$ cat config.mk
export PLATFORM = sky130hd
export DESIGN_NAME = dht_timer
export DESIGN_NICKNAME = d
export VERILOG_FILES = /design/src/logic/dht_pkg.sv /design/src/logic/dht_timer.sv
export SDC_FILE = /design/constraint.sdc
export NUM_CORES = 1
export LEC_CHECK = 0
export ABC_CLOCK_PERIOD_IN_PS = 13800
export BUFFER_PORTS_ARGS = -buffer_cell sky130_fd_sc_hd__buf_2
export CELL_PAD_IN_SITES_DETAIL_PLACEMENT = 1
export CELL_PAD_IN_SITES_GLOBAL_PLACEMENT = 2
export CORE_MARGIN = 5
export CORE_UTILIZATION = 25
export CTS_BUF_LIST = sky130_fd_sc_hd__clkbuf_8
export DETAILED_ROUTE_END_ITERATION = 8
export GPL_ROUTABILITY_DRIVEN = 0
export PLACE_DENSITY = 0.56
export SYNTH_ARGS = -nofsm -noshare
export SYNTH_HDL_FRONTEND = slang
export SYNTH_SLANG_ARGS = --single-unit
$ cat constraint.sdc
create_clock -name REF_CLK_I -period 13.8 [get_ports REF_CLK_I]
set_input_delay 2.76 -clock REF_CLK_I [delete_from_list [all_inputs] [get_ports REF_CLK_I]]
set_output_delay 2.76 -clock REF_CLK_I [all_outputs]
set_load 0.01 [all_outputs]
$ cat src/logic/dht_pkg.sv
// shared constants, register map and state types of the dual half timer
package dht_pkg;
  localparam int ADDR_W = 6;
  localparam int DATA_W = 32;
  localparam int HALF_W = 16;
  localparam int PSC_W = 8;
  localparam int DIV_W = 16;
  localparam int IRQ_W = 11;
  // word aligned register byte offsets
  localparam logic [5:0] REG_CFG = 6'h00;
  localparam logic [5:0] REG_CTRL = 6'h04;
  localparam logic [5:0] REG_LOAD_A = 6'h08;
  localparam logic [5:0] REG_LOAD_B = 6'h0c;
  localparam logic [5:0] REG_MATCH_A = 6'h10;
  localparam logic [5:0] REG_MATCH_B = 6'h14;
  localparam logic [5:0] REG_PRESCALE = 6'h18;
  localparam logic [5:0] REG_VALUE_A = 6'h1c;
  localparam logic [5:0] REG_VALUE_B = 6'h20;
  localparam logic [5:0] REG_IRQ_RAW = 6'h24;
  localparam logic [5:0] REG_IRQ_MASK = 6'h28;
  localparam logic [5:0] REG_CAPTURE = 6'h2c;
  // configuration fields
  localparam int CFG_WIDE_LSB = 0;
  localparam int CFG_HALF_LSB = 2;
  localparam int CFG_HALF_STEP = 3;
  // control fields, one bit per half except the edge selects, two bits per half
  localparam int CTRL_EN_LSB = 0;
  localparam int CTRL_POL_LSB = 2;
  localparam int CTRL_FRZ_LSB = 4;
  localparam int CTRL_TRG_LSB = 6;
  localparam int CTRL_EDGE_LSB = 8;
  localparam int CTRL_EDGE_STEP = 2;
  // prescale and capture fields per half
  localparam int PSC_STEP = 8;
  localparam int CAPT_STEP = 16;
  // interrupt status bits, second half sits one step higher
  localparam int IRQ_TMO = 0;
  localparam int IRQ_CEV = 1;
  localparam int IRQ_CMT = 2;
  localparam int IRQ_RTC = 3;
  localparam int IRQ_HALF_STEP = 8;
  // seconds clock input rate and seconds per count
  localparam int RTC_IN_HZ = 32768;
  localparam int RTC_SEC = 1;
  localparam int RTC_DIV_DEF = RTC_IN_HZ * RTC_SEC;
  localparam logic [1:0] EDGE_RISE = 2'h0;
  localparam logic [1:0] EDGE_FALL = 2'h1;
  localparam logic [1:0] EDGE_BOTH = 2'h2;

  typedef enum logic [1:0] {
    WIDE_SINGLE_RUN = 2'h0,
    WIDE_REPEATING = 2'h1,
    WIDE_SECONDS = 2'h2,
    HALVES_SPLIT = 2'h3
  } dht_wide_e;

  typedef enum logic [2:0] {
    HALF_SINGLE_RUN = 3'h0,
    HALF_REPEATING = 3'h1,
    HALF_EDGE_TALLY = 3'h2,
    HALF_EDGE_TIMESTAMP = 3'h3,
    HALF_PULSE = 3'h4
  } dht_half_e;

  typedef struct packed {
    dht_wide_e wmode;
    dht_half_e [1:0] hmode;
    logic [1:0] en;
    logic [1:0] pol;
    logic [1:0] frz;
    logic [1:0] trg;
    logic [1:0][1:0] edg;
    logic [1:0][HALF_W-1:0] load;
    logic [1:0][HALF_W-1:0] mtch;
    logic [1:0][HALF_W-1:0] cnt;
    logic [1:0][HALF_W-1:0] capt;
    logic [1:0][PSC_W-1:0] psc;
    logic [1:0][PSC_W-1:0] pcnt;
    logic [1:0][2:0] sync;
    logic [2:0] rsync;
    logic [DIV_W-1:0] rdiv;
    logic [1:0] lvl;
    logic [IRQ_W-1:0] irq_raw;
    logic [IRQ_W-1:0] irq_mask;
    logic irq;
    logic [1:0] trig;
    logic [1:0] pin;
    logic [1:0] oe;
    logic [DATA_W-1:0] rdata;
  } dht_state_s;
endpackage

$ cat src/logic/dht_timer.sv
// dual half general timer with register port, capture pins and seconds clock
//
// The placing of the registers and strobed register access were decided locally.
module dht_timer #(
  parameter int RTC_DIV = dht_pkg::RTC_DIV_DEF
) (
  input wire logic REF_CLK_I,
  input wire logic RST_I,
  input wire logic [dht_pkg::ADDR_W-1:0] ADDR_I,
  input wire logic [dht_pkg::DATA_W-1:0] WDATA_I,
  input wire logic WR_I,
  input wire logic RD_I,
  output logic [dht_pkg::DATA_W-1:0] RDATA_O,
  input wire logic DBG_HALT_I,
  input wire logic RTC_CLK_I,
  input wire logic [1:0] CAP_PIN_I,
  output logic [1:0] CAP_PIN_O,
  output logic [1:0] CAP_PIN_OE_O,
  output logic [1:0] TRIG_O,
  output logic IRQ_O
);
  import dht_pkg::*;

  localparam logic [DIV_W-1:0] RTC_LAST = DIV_W'(RTC_DIV - 1);

  dht_state_s s;
  dht_state_s next_s;

  // edge selection on the two synchronised samples
  function automatic logic edge_hit(input logic [1:0] sel, input logic now, input logic old);
    logic rise;
    logic fall;
    rise = now & ~old;
    fall = ~now & old;
    unique case (sel)
      EDGE_RISE: edge_hit = rise;
      EDGE_FALL: edge_hit = fall;
      EDGE_BOTH: edge_hit = rise | fall;
      default: edge_hit = 1'b0;
    endcase
  endfunction

  // status bit index of a source for a half
  function automatic int irq_bit(input int h, input int base);
    irq_bit = base + h * IRQ_HALF_STEP;
  endfunction

  // next state of the whole block
  always_comb begin
    logic split;
    logic [1:0] run;
    logic [1:0] tick;
    logic [1:0] ev;
    logic [HALF_W-1:0] dec;
    logic [31:0] wide;
    logic [31:0] wide_load;
    logic [31:0] wide_mtch;
    logic rtc_edge;
    logic [1:0] load_wr;
    split = 1'b0;
    run = '0;
    tick = '0;
    ev = '0;
    dec = '0;
    wide = '0;
    wide_load = '0;
    wide_mtch = '0;
    rtc_edge = 1'b0;
    load_wr = '0;
    next_s = s;
    next_s.trig = '0;
    next_s.rdata = '0;

    // three stage pin synchronisers, only stages two and three are looked at
    for (int h = 0; h < 2; h++) begin
      next_s.sync[h] = {s.sync[h][1:0], CAP_PIN_I[h]};
    end
    next_s.rsync = {s.rsync[1:0], RTC_CLK_I};
    rtc_edge = s.rsync[1] & ~s.rsync[2];

    // register writes
    if (WR_I) begin
      unique case (ADDR_I)
        // reconfiguring always leaves both halves stopped
        REG_CFG: begin
          next_s.wmode = dht_wide_e'(WDATA_I[CFG_WIDE_LSB +: 2]);
          for (int h = 0; h < 2; h++) begin
            next_s.hmode[h] = dht_half_e'(WDATA_I[CFG_HALF_LSB + h * CFG_HALF_STEP +: 3]);
          end
          next_s.en = '0;
          next_s.lvl = '0;
          next_s.rdiv = '0;
        end
        REG_CTRL: begin
          next_s.en = WDATA_I[CTRL_EN_LSB +: 2];
          next_s.pol = WDATA_I[CTRL_POL_LSB +: 2];
          next_s.frz = WDATA_I[CTRL_FRZ_LSB +: 2];
          next_s.trg = WDATA_I[CTRL_TRG_LSB +: 2];
          for (int h = 0; h < 2; h++) begin
            next_s.edg[h] = WDATA_I[CTRL_EDGE_LSB + h * CTRL_EDGE_STEP +: 2];
          end
        end
        // joined modes take the whole word into both halves
        REG_LOAD_A: begin
          if (s.wmode == HALVES_SPLIT) begin
            next_s.load[0] = WDATA_I[HALF_W-1:0];
            load_wr = 2'b01;
          end else begin
            next_s.load = WDATA_I;
            load_wr = 2'b11;
          end
        end
        REG_LOAD_B: begin
          next_s.load[1] = WDATA_I[HALF_W-1:0];
          load_wr = 2'b10;
        end
        // match follows the same split or joined layout as load
        REG_MATCH_A: begin
          if (s.wmode == HALVES_SPLIT) begin
            next_s.mtch[0] = WDATA_I[HALF_W-1:0];
          end else begin
            next_s.mtch = WDATA_I;
          end
        end
        REG_MATCH_B: next_s.mtch[1] = WDATA_I[HALF_W-1:0];
        REG_PRESCALE: begin
          next_s.psc[0] = WDATA_I[0 +: PSC_W];
          next_s.psc[1] = WDATA_I[PSC_STEP +: PSC_W];
        end
        // write one to clear, a source set in the same cycle still wins below
        REG_IRQ_RAW: next_s.irq_raw = s.irq_raw & ~WDATA_I[IRQ_W-1:0];
        REG_IRQ_MASK: next_s.irq_mask = WDATA_I[IRQ_W-1:0];
        default: ;
      endcase
    end

    // run gate per half and pin events from stages two and three
    split = (s.wmode == HALVES_SPLIT);
    for (int h = 0; h < 2; h++) begin
      run[h] = s.en[h] & ~(s.frz[h] & DBG_HALT_I);
      ev[h] = edge_hit(s.edg[h], s.sync[h][1], s.sync[h][2]);
    end

    if (split) begin
      // independent halves with prescaler
      for (int h = 0; h < 2; h++) begin
        if (run[h]) begin
          next_s.pcnt[h] = (s.pcnt[h] == '0) ? s.psc[h] : s.pcnt[h] - 1'b1;
          tick[h] = (s.pcnt[h] == '0);
        end
        dec = s.cnt[h] - 1'b1;
        unique case (s.hmode[h])
          HALF_SINGLE_RUN, HALF_REPEATING: begin
            if (tick[h]) begin
              if (s.cnt[h] == '0) begin
                next_s.irq_raw[irq_bit(h, IRQ_TMO)] = 1'b1;
                next_s.trig[h] = s.trg[h];
                if (s.hmode[h] == HALF_REPEATING) begin
                  next_s.cnt[h] = s.load[h];
                end else begin
                  next_s.en[h] = 1'b0;
                end
              end else begin
                next_s.cnt[h] = dec;
              end
            end
          end
          // tally counts down per event and stops at the match value
          HALF_EDGE_TALLY: begin
            if (run[h] && ev[h]) begin
              next_s.cnt[h] = dec;
              next_s.irq_raw[irq_bit(h, IRQ_CEV)] = 1'b1;
              if (dec == s.mtch[h]) begin
                next_s.irq_raw[irq_bit(h, IRQ_CMT)] = 1'b1;
                next_s.trig[h] = s.trg[h];
                next_s.en[h] = 1'b0;
              end
            end
          end
          // timestamp free runs and latches the count on each event
          HALF_EDGE_TIMESTAMP: begin
            if (tick[h]) begin
              next_s.cnt[h] = (s.cnt[h] == '0) ? s.load[h] : dec;
            end
            if (run[h] && ev[h]) begin
              next_s.capt[h] = s.cnt[h];
              next_s.irq_raw[irq_bit(h, IRQ_CEV)] = 1'b1;
            end
          end
          // level rises at reload and falls when the count meets match
          HALF_PULSE: begin
            if (tick[h]) begin
              if (s.cnt[h] == '0) begin
                next_s.cnt[h] = s.load[h];
                next_s.lvl[h] = 1'b1;
                next_s.trig[h] = s.trg[h];
              end else begin
                next_s.cnt[h] = dec;
                if (dec == s.mtch[h]) begin
                  next_s.lvl[h] = 1'b0;
                end
              end
            end
          end
          // unused mode codes park the half
          default: begin
            next_s.en[h] = 1'b0;
          end
        endcase
      end
    end else begin
      // joined halves, first half controls the pair
      wide = {s.cnt[1], s.cnt[0]};
      wide_load = {s.load[1], s.load[0]};
      wide_mtch = {s.mtch[1], s.mtch[0]};
      if (run[0]) begin
        unique case (s.wmode)
          WIDE_SINGLE_RUN, WIDE_REPEATING: begin
            if (wide == '0) begin
              next_s.irq_raw[IRQ_TMO] = 1'b1;
              next_s.trig[0] = s.trg[0];
              if (s.wmode == WIDE_REPEATING) begin
                wide = wide_load;
              end else begin
                next_s.en[0] = 1'b0;
              end
            end else begin
              wide = wide - 1'b1;
            end
          end
          // counts up once per divided seconds input period
          WIDE_SECONDS: begin
            if (rtc_edge) begin
              if (s.rdiv == RTC_LAST) begin
                next_s.rdiv = '0;
                wide = wide + 1'b1;
                if (wide == wide_mtch) begin
                  next_s.irq_raw[IRQ_RTC] = 1'b1;
                  next_s.trig[0] = s.trg[0];
                end
              end else begin
                next_s.rdiv = s.rdiv + 1'b1;
              end
            end
          end
          default: ;
        endcase
      end
      next_s.cnt = wide;
    end

    // interval load overrides the counter even while running
    for (int h = 0; h < 2; h++) begin
      if (load_wr[h]) begin
        next_s.cnt[h] = next_s.load[h];
        next_s.pcnt[h] = next_s.psc[h];
      end
    end

    // capture pins drive only in pulse mode
    for (int h = 0; h < 2; h++) begin
      next_s.oe[h] = split && (s.hmode[h] == HALF_PULSE);
      next_s.pin[h] = next_s.oe[h] & (next_s.lvl[h] ^ s.pol[h]);
    end

    // line follows the updated status so a clear drops it at once
    next_s.irq = |(next_s.irq_raw & next_s.irq_mask);

    // read data, valid in the cycle after the strobe
    if (RD_I) begin
      unique case (ADDR_I)
        REG_CFG: begin
          next_s.rdata[CFG_WIDE_LSB +: 2] = s.wmode;
          for (int h = 0; h < 2; h++) begin
            next_s.rdata[CFG_HALF_LSB + h * CFG_HALF_STEP +: 3] = s.hmode[h];
          end
        end
        REG_CTRL: begin
          next_s.rdata[CTRL_EN_LSB +: 2] = s.en;
          next_s.rdata[CTRL_POL_LSB +: 2] = s.pol;
          next_s.rdata[CTRL_FRZ_LSB +: 2] = s.frz;
          next_s.rdata[CTRL_TRG_LSB +: 2] = s.trg;
          for (int h = 0; h < 2; h++) begin
            next_s.rdata[CTRL_EDGE_LSB + h * CTRL_EDGE_STEP +: 2] = s.edg[h];
          end
        end
        REG_LOAD_A: next_s.rdata = split ? {16'h0000, s.load[0]} : s.load;
        REG_LOAD_B: next_s.rdata[HALF_W-1:0] = s.load[1];
        REG_MATCH_A: next_s.rdata = split ? {16'h0000, s.mtch[0]} : s.mtch;
        REG_MATCH_B: next_s.rdata[HALF_W-1:0] = s.mtch[1];
        REG_PRESCALE: begin
          next_s.rdata[0 +: PSC_W] = s.psc[0];
          next_s.rdata[PSC_STEP +: PSC_W] = s.psc[1];
        end
        REG_VALUE_A: next_s.rdata = split ? {16'h0000, s.cnt[0]} : s.cnt;
        REG_VALUE_B: next_s.rdata[HALF_W-1:0] = s.cnt[1];
        REG_IRQ_RAW: next_s.rdata[IRQ_W-1:0] = s.irq_raw;
        REG_IRQ_MASK: next_s.rdata[IRQ_W-1:0] = s.irq_mask;
        REG_CAPTURE: begin
          next_s.rdata[0 +: HALF_W] = s.capt[0];
          next_s.rdata[CAPT_STEP +: HALF_W] = s.capt[1];
        end
        default: next_s.rdata = '0;
      endcase
    end
  end

  // state register
  always_ff @(posedge REF_CLK_I or posedge RST_I) begin
    if (RST_I) begin
      // split halves, all stopped, all masks closed
      s <= '0;
      s.wmode <= HALVES_SPLIT;
    end else begin
      s <= next_s;
    end
  end

  // outputs straight from the state register
  assign RDATA_O = s.rdata;
  assign CAP_PIN_O = s.pin;
  assign CAP_PIN_OE_O = s.oe;
  assign TRIG_O = s.trig;
  assign IRQ_O = s.irq;
endmodule

Yosys cells after proc, flatten, opt, wreduce, memory -nomap -nowiden --
Cells that the tools add are included.
Storage, ports and cells: flip-flop bits (word level) 268, output and inout port bits 39, input port bits 46, logic and storage cells 294
Cells by class: multiplexer cells 140, reductions and logical operators 42, add/subtract/negate cells 7, bitwise logic cells 25, equality and inequality tests 47
Operators with widths (count):
- 16-bit 2-to-1 mux | 26
- 32-bit 2-to-1 mux | 10
- 16-bit case mux with 3 select lines | 2
- 8-bit case mux with 12 select lines | 1
- 76-bit 2-to-1 mux | 1
- 1-bit 2-to-1 mux | 65
- 16-bit case mux with 2 select lines | 2
- 16-bit case mux with 4 select lines | 1
- 32-bit case mux with 2 select lines | 1
- 8-bit 2-to-1 mux | 6
- 40-bit 2-to-1 mux | 1
- 3-bit case mux with 11 select lines | 1
- 32-bit by 1-bit adder with 32-bit output, second input constant | 1
- 16-bit == test | 2
- 32-bit == test | 1
- 16-bit zero test | 2
- 32-bit zero test | 1
- 4-bit inequality test, second input constant | 8
- 4-bit case mux with 8 select lines | 1
- 16-bit by 1-bit subtractor with 16-bit output, second input constant | 2
- 32-bit by 1-bit subtractor with 32-bit output, second input constant | 1
- 6-bit by 5-bit == test with 1-bit output, second input constant | 4
- 6-bit == test, second input constant | 4
- 11-bit AND | 2
- other kinds (42) | 115

Longest topological paths before layout --
Gate-level depths: netlist of run 1.
depth in word-level cells 12, mapped depth 13, depth with buffers taken out 10

Worst setup path before layout of run 1 --
Ideal clock, no wire load.
kind input-to-reg, start point input ADDR_I[5] (netlist name), end point register s, in the netlist IRQ_O, library setup time 0.140 ns, arrival time 5.164 ns, buffers on the path 3, required time 13.660 ns, slack 8.496 ns, stages on the path 11, path through clkbuf_1 nor4b_1 and3_1 clkbuf_1 clkbuf_1 mux2i_1 o32ai_1 nor4bb_1 nand4_1 a31oi_1 o221ai_1
RTL lines:
- from (decl) | RTL line dht_timer.sv:9 | input wire logic [dht_pkg::ADDR_W-1:0] ADDR_I,
- to (signal assigned) | RTL line dht_timer.sv:315 | s <= next_s;
- to (decl) | RTL line dht_timer.sv:26 | dht_state_s s;

Worst setup path in the final report of run 1 --
start point register s[168] (netlist name), end point register s[177] (netlist name)
On the way: cells in the longest elaborated chain, start to end 7, elaborated cells between the ends (all ways) 21, those cells by class add/sub: 3; eq/ne: 2; mux: 13; reduce/logical: 3
RTL lines:
- 32-bit by 1-bit adder with 32-bit output | RTL line dht_timer.sv:236 | wide = wide + 1'b1;
- 32-bit 2-to-1 mux | RTL line dht_timer.sv:234 | if (s.rdiv == RTC_LAST) begin
- 32-bit 2-to-1 mux | RTL line dht_timer.sv:233 | if (rtc_edge) begin
- 32-bit case mux with 2 select lines | RTL line dht_timer.sv:217 | unique case (s.wmode)
- 32-bit 2-to-1 mux | RTL line dht_timer.sv:216 | if (run[0]) begin
- 32-bit 2-to-1 mux | RTL line dht_timer.sv:144 | if (split) begin
- 16-bit 2-to-1 mux | RTL line dht_timer.sv:254 | if (load_wr[h]) begin
Several ways; a longest one is shown, not always the timed one. The select of a mux whose other input is x is not followed. A chain may end at the register's enable or synchronous reset.

==> results by group, run 1 <==
Timing
  – Clock period minus final worst setup slack: between 5000 and 6000 ps
  – Final worst clock skew: between 30 and 40 ps
  – Share of the clock period used by the worst path: 39.40%
  – Maximum operating frequency: between 0.15 and 0.2 GHz
  – Setup repair after global routing missed its margin: no
  – Number of pins with negative max-slew slack in the final report: 0
  – Setup tns final: 0 ps
  – Number of setup violations in the final report: 0
  – Number of endpoints with negative hold slack in the final report: 0
  – Slew margin rel.: between 10 and 15%
  – Measured slew at the worst slew-check pin: about 1300 ps
  – Final setup slack of the worst path: between 8000 and 9000 ps

Hold path
  – Worst hold path type: flip-flop to flip-flop

Floorplan
  – Starting density of the core: 25.22%
  – Die height: about 270 um
  – Chip width: 273.1 um
  – Top-level I/O count: 85
  – Site Rows: 96
  – Area of the core: around 69000 um^2
  – Area enclosed by the die boundary: 74560 um^2

Worst setup path
  – CP Launch Type: flip-flop
  – Required time at the endpoint of the critical path: around 14000 ps
  – Highest net fanout along the worst path: 15
  – Category of the worst setup path capture point: flip-flop
  – Arr. time, crit path: 6000 ps
  – Crit Path Class: flip-flop to flip-flop

Detailed routing
  – Number of vias after detailed routing: ~17000
  – Total Routed Length: 89000 um
  – Detailed-route wire length per cell: roughly 30 um
  – Detailed-routing iteration count for the pre-antenna-repair pass: 7
  – Routed vias/inst: between 5 and 6
  – Remaining routing DRC violations: 0
  – Iteration-0 DRC Markers: around 1400
  – Number of nets with antenna violations after routing: 0

Clock network
  – Clock root buffer: sky130_fd_sc_hd__clkbuf_8
  – Hold buffer count at cts: 0
  – Number of clock buffers inserted by TritonCTS: 54
  – Clk_lat worst skew: between 600 and 700 ps
  – CTS Sinks: around 270
  – Post CTS Setup Buffer Count: 0
  – Clock tree from TritonCTS: built
  – H-tree level count: 2
  – Buffer depth of the longest clock path: 3
  – Post-cts gate resize count: 0
  – Clk slew on worst S/H paths: 60 ps

Pwr
  – LEAKAGE: 7.941 nW
  – Maximum vdd ir drop: 0.06779 mV
  – Post-layout power: ~2.9 mW
  – Pwr/cell area: 148.5 nW/um^2

Layout
  – Fraction of layout cells with a size suffix above 1: between 15 and 20%
  – Filler-free cell count of the finished design: 2973
  – Net count reported at finish: just over 2000
  – Layout Area Growth over Synthesis: 12.92%

Placement
  – Worst slack after detailed placement: between 7000 and 8000 ps
  – Total of buffers placed on input and output ports: between 80 and 90
  – Post-Place Cells: 2873
  – Placed wire-length estimate: 65460 um

Yosys
  – Synth async-reset ratio: 100.0%
  – Syn_nets: between 2000 and 2500
  – Number of library cell types mapped by synthesis: between 80 and 90
  – FF+latch count, synth: between 200 and 300
  – Post-Synthesis Mean Instance Area: about 8.7 um^2
  – Seq/Total Area, Yosys: between 30% and 40%
  – Number of enable-type register cells in the synthesized netlist: 0
  – Ys flop type: sky130_fd_sc_hd__dfrtp_1
  – Yosys warning count: 0
  – Cell count after synthesis: between 1500 and 2000
  – Library cell with the largest summed area after synthesis: sky130_fd_sc_hd__dfrtp_1
  – Largest cells by area after synthesis: sky130_fd_sc_hd__dfrtp_1, sky130_fd_sc_hd__mux2_2, sky130_fd_sc_hd__nand2_1
  – Area share of the largest cell type after synthesis: between 30% and 40%
  – Post-synthesis instance area: ~17000 um^2

Global route
  – GRT Util Overall: a little under a quarter
  – Wire length of the first global-routing pass: between 100000 and 150000 um
  – Via count of the first global-routing pass: ~17000
  – GR Overflow Total: 0
  – Antenna violations before repair: 7
  – Largest net degree at the start of global routing: 102

Run
  – Max-cap viol count: 0

Run status
  – Result of the run: finished clean
## state kept, by name, summed over array words and instances (netlist names)
register and count:
s 223, CAP_PIN_O 2, TRIG_O 2, next_s 6, CAP_PIN_OE_O 2, IRQ_O 1
RDATA_O 32
## worst max-delay path: stages, from the launching register on
cell                        delay [ps]
sky130_fd_sc_hd__dfrtp_1           610
sky130_fd_sc_hd__inv_1             290
sky130_fd_sc_hd__ha_1              530
sky130_fd_sc_hd__nor4b_2           710
sky130_fd_sc_hd__and4_1            960
sky130_fd_sc_hd__nand2_1           620
sky130_fd_sc_hd__o22ai_1           830
sky130_fd_sc_hd__a2111oi_0         250
sky130_fd_sc_hd__o21ai_0           110
sky130_fd_sc_hd__o21ai_0           170
sky130_fd_sc_hd__o31ai_1           250
## placed cells by master (no fill, tap or decap), types with 30 or more instances in the layout
| master | Yosys | final |
|---|---|---|
| sky130_fd_sc_hd__dfrtp_1 | 266 | 266 |
| sky130_fd_sc_hd__nand2_1 | 218 | 218 |
| sky130_fd_sc_hd__nor2_1 | 173 | 167 |
| sky130_fd_sc_hd__o21ai_0 | 136 | 135 |
| sky130_fd_sc_hd__a21oi_1 | 122 | 122 |
| sky130_fd_sc_hd__mux2_2 | 95 | 95 |
| sky130_fd_sc_hd__buf_2 | 15 | 84 |
| sky130_fd_sc_hd__a22oi_1 | 80 | 80 |
| sky130_fd_sc_hd__clkbuf_8 | 0 | 63 |
| sky130_fd_sc_hd__inv_1 | 38 | 61 |
| sky130_fd_sc_hd__nor3_1 | 54 | 51 |
| sky130_fd_sc_hd__buf_4 | 39 | 51 |
| sky130_fd_sc_hd__xnor2_1 | 47 | 47 |
| sky130_fd_sc_hd__nand3_1 | 46 | 46 |
| sky130_fd_sc_hd__xor2_1 | 40 | 40 |
| sky130_fd_sc_hd__a31oi_1 | 37 | 37 |
| sky130_fd_sc_hd__mux2i_1 | 32 | 32 |
| sky130_fd_sc_hd__nand4_1 | 30 | 30 |
## report_power, final
| part | internal, mW | switching [mW] | total, mW |
|---|---|---|---|
| Sequential | 0.884 | 0.284 | 1.17 |
| Combinational | 0.325 | 0.584 | 0.909 |
| Clock | 0.431 | 0.392 | 0.824 |
## cell usage after synthesis (20+ instances only)
master and number:
sky130_fd_sc_hd__a21oi_1 122, sky130_fd_sc_hd__a22oi_1 80, sky130_fd_sc_hd__a31oi_1 37, sky130_fd_sc_hd__and3_1 23
sky130_fd_sc_hd__buf_4 39, sky130_fd_sc_hd__clkbuf_1 120, sky130_fd_sc_hd__dfrtp_1 266, sky130_fd_sc_hd__inv_1 38
sky130_fd_sc_hd__mux2_2 95, sky130_fd_sc_hd__mux2i_1 32, sky130_fd_sc_hd__nand2_1 218, sky130_fd_sc_hd__nand3_1 46
sky130_fd_sc_hd__nand4_1 30, sky130_fd_sc_hd__nor2_1 173, sky130_fd_sc_hd__nor3_1 54, sky130_fd_sc_hd__nor4_1 29
sky130_fd_sc_hd__o211ai_1 20, sky130_fd_sc_hd__o21ai_0 136, sky130_fd_sc_hd__o22ai_1 20, sky130_fd_sc_hd__xnor2_1 47
sky130_fd_sc_hd__xor2_1 40
## worst paths after layout
path	start	to	slack, ps	cells past startpoint
min in group asynchronous	RST_I	s[66]	2250	2
max in group asynchronous	RST_I	s[241]	9370	4
max reg2reg	s[168]	s[177]	8360	10
min reg2reg	next_s[86]	next_s[87]	350	0
max	s[168]	s[177]	8360	10
min	next_s[86]	next_s[87]	350	0
## through the flow
stage	utilization, %	hold WS, ps	instance area, um^2
after CTS	28.47	351.3	19530
after floorplan	-	331.2	17300
after global placement	26.95	333.2	18480
final	28.48	348.6	19540
after global routing	28.48	363.0	19530
after detailed placement	26.95	337.9	18480
## metal layers
layer / vias up / part of all wire (%) / track usage [%]
li1: 7382 / - / -
met1: 8763 / 45 / 32.27
met2: 624 / 45 / 36.44
met3: 149 / 6.9 / 4.355
met4: 4 / 3.1 / 7.381
met5: - / 0.025 / 0
## logic make-up (layout without fill, tap and decap cells)
logic type / count (synthesis) / after routing / synth area share [%]
flip-flops: 268 / 268 / 38.78
other: 0 / 3 / 0
multiplexers: 127 / 127 / 8.035
XOR/XNOR: 87 / 87 / 4.404
AO/OA/AOI/OAI: 594 / 594 / 22.75
AND/OR/NAND/NOR: 682 / 682 / 19.29
adder cells (fa/ha/maj): 11 / 11 / 0.7955
buffers and inverters: 226 / 270 / 5.945
## final cells by class
type                       instances  area (um^2)
fill                            8054        49050
multi-input combinational       1501         9657
sequential                       268         6709
tap                              931         1165
clock buffer                      63        867.1
timing repair buffer             135        803.3
clock inverter                    34        176.4
inverter                          38        150.1
antenna                            3        7.507
Power figures use the tool's default switching activity.
==> inputs of run 2 (changes only) <==
--- a/config.mk
+++ b/config.mk
@@ -5,7 +5,7 @@
 export SDC_FILE = /design/constraint.sdc
 export NUM_CORES = 1
 export LEC_CHECK = 0
-export ABC_CLOCK_PERIOD_IN_PS = 13800
+export ABC_CLOCK_PERIOD_IN_PS = 4900
 export BUFFER_PORTS_ARGS = -buffer_cell sky130_fd_sc_hd__buf_2
 export CELL_PAD_IN_SITES_DETAIL_PLACEMENT = 1
 export CELL_PAD_IN_SITES_GLOBAL_PLACEMENT = 2
@@ -14,7 +14,7 @@
 export CTS_BUF_LIST = sky130_fd_sc_hd__clkbuf_8
 export DETAILED_ROUTE_END_ITERATION = 8
 export GPL_ROUTABILITY_DRIVEN = 0
-export PLACE_DENSITY = 0.56
+export PLACE_DENSITY = 0.58
 export SYNTH_ARGS = -nofsm -noshare
 export SYNTH_HDL_FRONTEND = slang
 export SYNTH_SLANG_ARGS = --single-unit
==> constraint.sdc (replaced) <==
create_clock -name REF_CLK_I -period 4.9 [get_ports REF_CLK_I]
set_input_delay 0.98 -clock REF_CLK_I [delete_from_list [all_inputs] [get_ports REF_CLK_I]]
set_output_delay 0.98 -clock REF_CLK_I [all_outputs]
set_load 0.01 [all_outputs]
==> run 2 against run 1 <==
  * Die area unchanged
  * First-iteration DRC count is 12% higher
  * Highest routed layer is now met4
  * Flip-flop and latch count did not move
  * Sequential share of layout area down 0.71 points
  * Core utilization rose by 0.60 points
  * Cell count rose by 1.4%
==> results by group, run 2 (synthesis results as in run 1) <==
Layout
  – Register Area: 6709 um^2 (unchanged)
  – Commonest non-fill, non-tap cells in the layout: sky130_fd_sc_hd__dfrtp_1, sky130_fd_sc_hd__nand2_1, sky130_fd_sc_hd__nor2_1, sky130_fd_sc_hd__o21ai_0, sky130_fd_sc_hd__a21oi_1 (unchanged)
  – Filler-free cell count of the finished design: 3015 (was 2973)
  – Net count reported at finish: 2096 (was 2055)
  – Register bank with the most flops: s (unchanged)
  – Final cell area excluding filler cells: 19950 um^2 (was 19540 um^2)
  – Area of the multi-input gates: 9647 um^2 (was 9657 um^2)
  – Most common cell after layout, fill and taps aside: sky130_fd_sc_hd__dfrtp_1 (unchanged)
  – Number of flip-flops under the largest register name: 223 (unchanged)
  – Fraction of layout cells with a size suffix above 1: 18.83% (was 16.67%)
  – Layout Area Growth over Synthesis: 15.31% (was 12.92%)
  – Fill cell total of the finished layout: 8076 (was 8054)

Floorplan
  – Die height: 273.1 um (unchanged)
  – Chip width: 273.1 um (unchanged)
  – Top-level I/O count: 85 (unchanged)
  – Starting density of the core: 25.22% (unchanged)
  – Site Rows: 96 (unchanged)
  – Area of the core: 68590 um^2 (unchanged)
  – Area enclosed by the die boundary: 74560 um^2 (unchanged)

Pwr
  – Maximum vdd ir drop: 0.1723 mV (was 0.06779 mV)
  – Psw: 3.613 mW (was 1.261 mW)
  – Switching power as a share of total power: 43.00% (was 43.46%)
  – LEAKAGE: 8.169 nW (was 7.941 nW)
  – Clock power share: 29.1% (was 28.4%)
  – Gate power share: 32.3% (was 31.4%)
  – Portion of total power attributed to sequential cells: 38.6% (was 40.3%)
  – Pwr/cell area: 421.2 nW/um^2 (was 148.5 nW/um^2)
  – Internal Dissipation: 4.790 mW (was 1.640 mW)

Detailed routing
  – Number of vias after detailed routing: 17460 (was 16920)
  – Total Routed Length: 90240 um (was 89000 um)
  – Iteration-0 DRC Markers: 1557 (was 1389)
  – Remaining routing DRC violations: 0 (unchanged)
  – Routed vias/inst: 5.789 (was 5.692)
  – Detailed-routing iteration count for the pre-antenna-repair pass: 5 (was 7)
  – Number of nets with antenna violations after routing: 0 (unchanged)
  – Detailed-route wire length per cell: 29.93 um (was 29.94 um)

Placement
  – Cell area after placement: 18810 um^2 (was 18480 um^2)
  – Total of buffers placed on input and output ports: 84 (unchanged)
  – Placed wire-length estimate: 66610 um (was 65460 um)
  – Post-Place Cells: 2913 (was 2873)

Worst setup path
  – Crit Path Class: flip-flop to flip-flop (unchanged)
  – Category of the worst setup path capture point: flip-flop (unchanged)
  – Worst-case register-to-register setup slack: 220 ps (was 8360 ps)
  – Highest net fanout along the worst path: 15 (unchanged)
  – CP Launch Type: flip-flop (unchanged)
  – Arr. time, crit path: 5200 ps (was 6000 ps)
  – Required time at the endpoint of the critical path: 5420 ps (was 14360 ps)

Clock network
  – Post-cts gate resize count: 0 (unchanged)
  – Hold buffer count at cts: 0 (unchanged)
  – Clk_lat worst skew: 670 ps (about the same)
  – Clock tree from TritonCTS: built (unchanged)
  – Post CTS Setup Buffer Count: 0 (unchanged)
  – Clock root buffer: sky130_fd_sc_hd__clkbuf_8 (unchanged)
  – H-tree level count: 2 (unchanged)
  – Number of clock buffers inserted by TritonCTS: 55 (was 54)
  – CTS Sinks: 268 (unchanged)
  – Clk slew on worst S/H paths: 60 ps (about the same)
  – Buffer depth of the longest clock path: 3 (unchanged)

Timing
  – Slew margin rel.: 10.12% (was 10.28%)
  – Measured slew at the worst slew-check pin: 1336 ps (was 1327 ps)
  – Number of endpoints with negative hold slack in the final report: 0 (unchanged)
  – Clock period minus final worst setup slack: 4677 ps (was 5437 ps)
  – Number of setup violations in the final report: 0 (unchanged)
  – Setup tns final: 0 ps (unchanged)
  – Share of the clock period used by the worst path: 95.45% (was 39.40%)
  – Maximum operating frequency: 0.2138 GHz (was 0.1839 GHz)
  – Setup repair after global routing missed its margin: no (unchanged)
  – Number of pins with negative max-slew slack in the final report: 0 (unchanged)
  – Final worst clock skew: 34.96 ps (was 33.42 ps)

Hold path
  – Worst hold path type: input port to async pin (was flip-flop to flip-flop)

Global route
  – Via count of the first global-routing pass: 17550 (was 17340)
  – GRT Util Overall: 23.50% (was 23.17%)
  – Antenna violations before repair: 6 (was 7)
  – Wire length of the first global-routing pass: 130000 um (was 128300 um)
  – Largest net degree at the start of global routing: 116 (was 102)
  – GR Overflow Total: 0 (unchanged)

Run
  – Max-cap viol count: 0 (unchanged)

Run status
  – Result of the run: finished clean (unchanged)
-- run 2: final cells by class --
type | instances | share of cell area [%]
antenna | 2 | 0.02509
clock buffer | 69 | 4.760
clock inverter | 31 | 0.8718
inverter | 38 | 0.7338
multi-input combinational | 1501 | 48.36
sequential | 268 | 33.63
tap | 931 | 5.839
timing repair buffer | 175 | 5.783
-- run 2: critical path: stages (launching register included) --
cell	delay, ps
sky130_fd_sc_hd__dfrtp_1	590
sky130_fd_sc_hd__inv_1	250
sky130_fd_sc_hd__ha_1	460
sky130_fd_sc_hd__nor4b_2	600
sky130_fd_sc_hd__and4_1	690
sky130_fd_sc_hd__a21oi_1	430
sky130_fd_sc_hd__a21oi_1	820
sky130_fd_sc_hd__o22ai_1	190
sky130_fd_sc_hd__o21ai_0	370
sky130_fd_sc_hd__a31oi_1	130
-- run 2: worst paths after layout --
path	start	to	cells after the start
hold / removal	RST_I	RDATA_O[17]	2
hold reg to reg	next_s[83]	next_s[84]	0
max in group asynchronous	RST_I	s[206]	3
min in group REF_CLK_I	next_s[83]	next_s[84]	0
setup reg to reg	s[168]	s[167]	9
setup / recovery	s[168]	s[167]	9
-- run 2: power by group through the flow --
stage	clock network [mW]	logic (mW)	registers, mW
after CTS	2.53	2.68	3.21
after floorplan	0	1.95	2.73
after detailed placement	0	2.66	3.25
after global routing	2.63	2.90	3.26
final	2.45	2.71	3.24
after global placement	0	2.64	3.25
-- run 2: through the flow --
stage          power (mW)  hold WS, ps  setup slack [ps]  utilization [%]
6_report            8.403        309.4             223.0            29.09
5_1_grt             8.792        308.4             114.9            29.08
4_1_cts             8.416        281.2             134.4            29.07
3_5_place_dp        5.908        341.1             195.2            27.43
3_3_place_gp        5.887        336.5             189.8            27.43
2_1_floorplan       4.676        331.2             382.2                -
-- run 2: metal layers --
metal  routed length [um]  up-vias  part of all wire [%]  track usage [%]
li1                     -     7456                     -                -
met1                40790     9134                    45            33.32
met2                41050      707                    45            37.43
met3                 6014      158                   6.7            3.837
met4                 2382        0                   2.6            6.014
met5                    0        -                     0                0
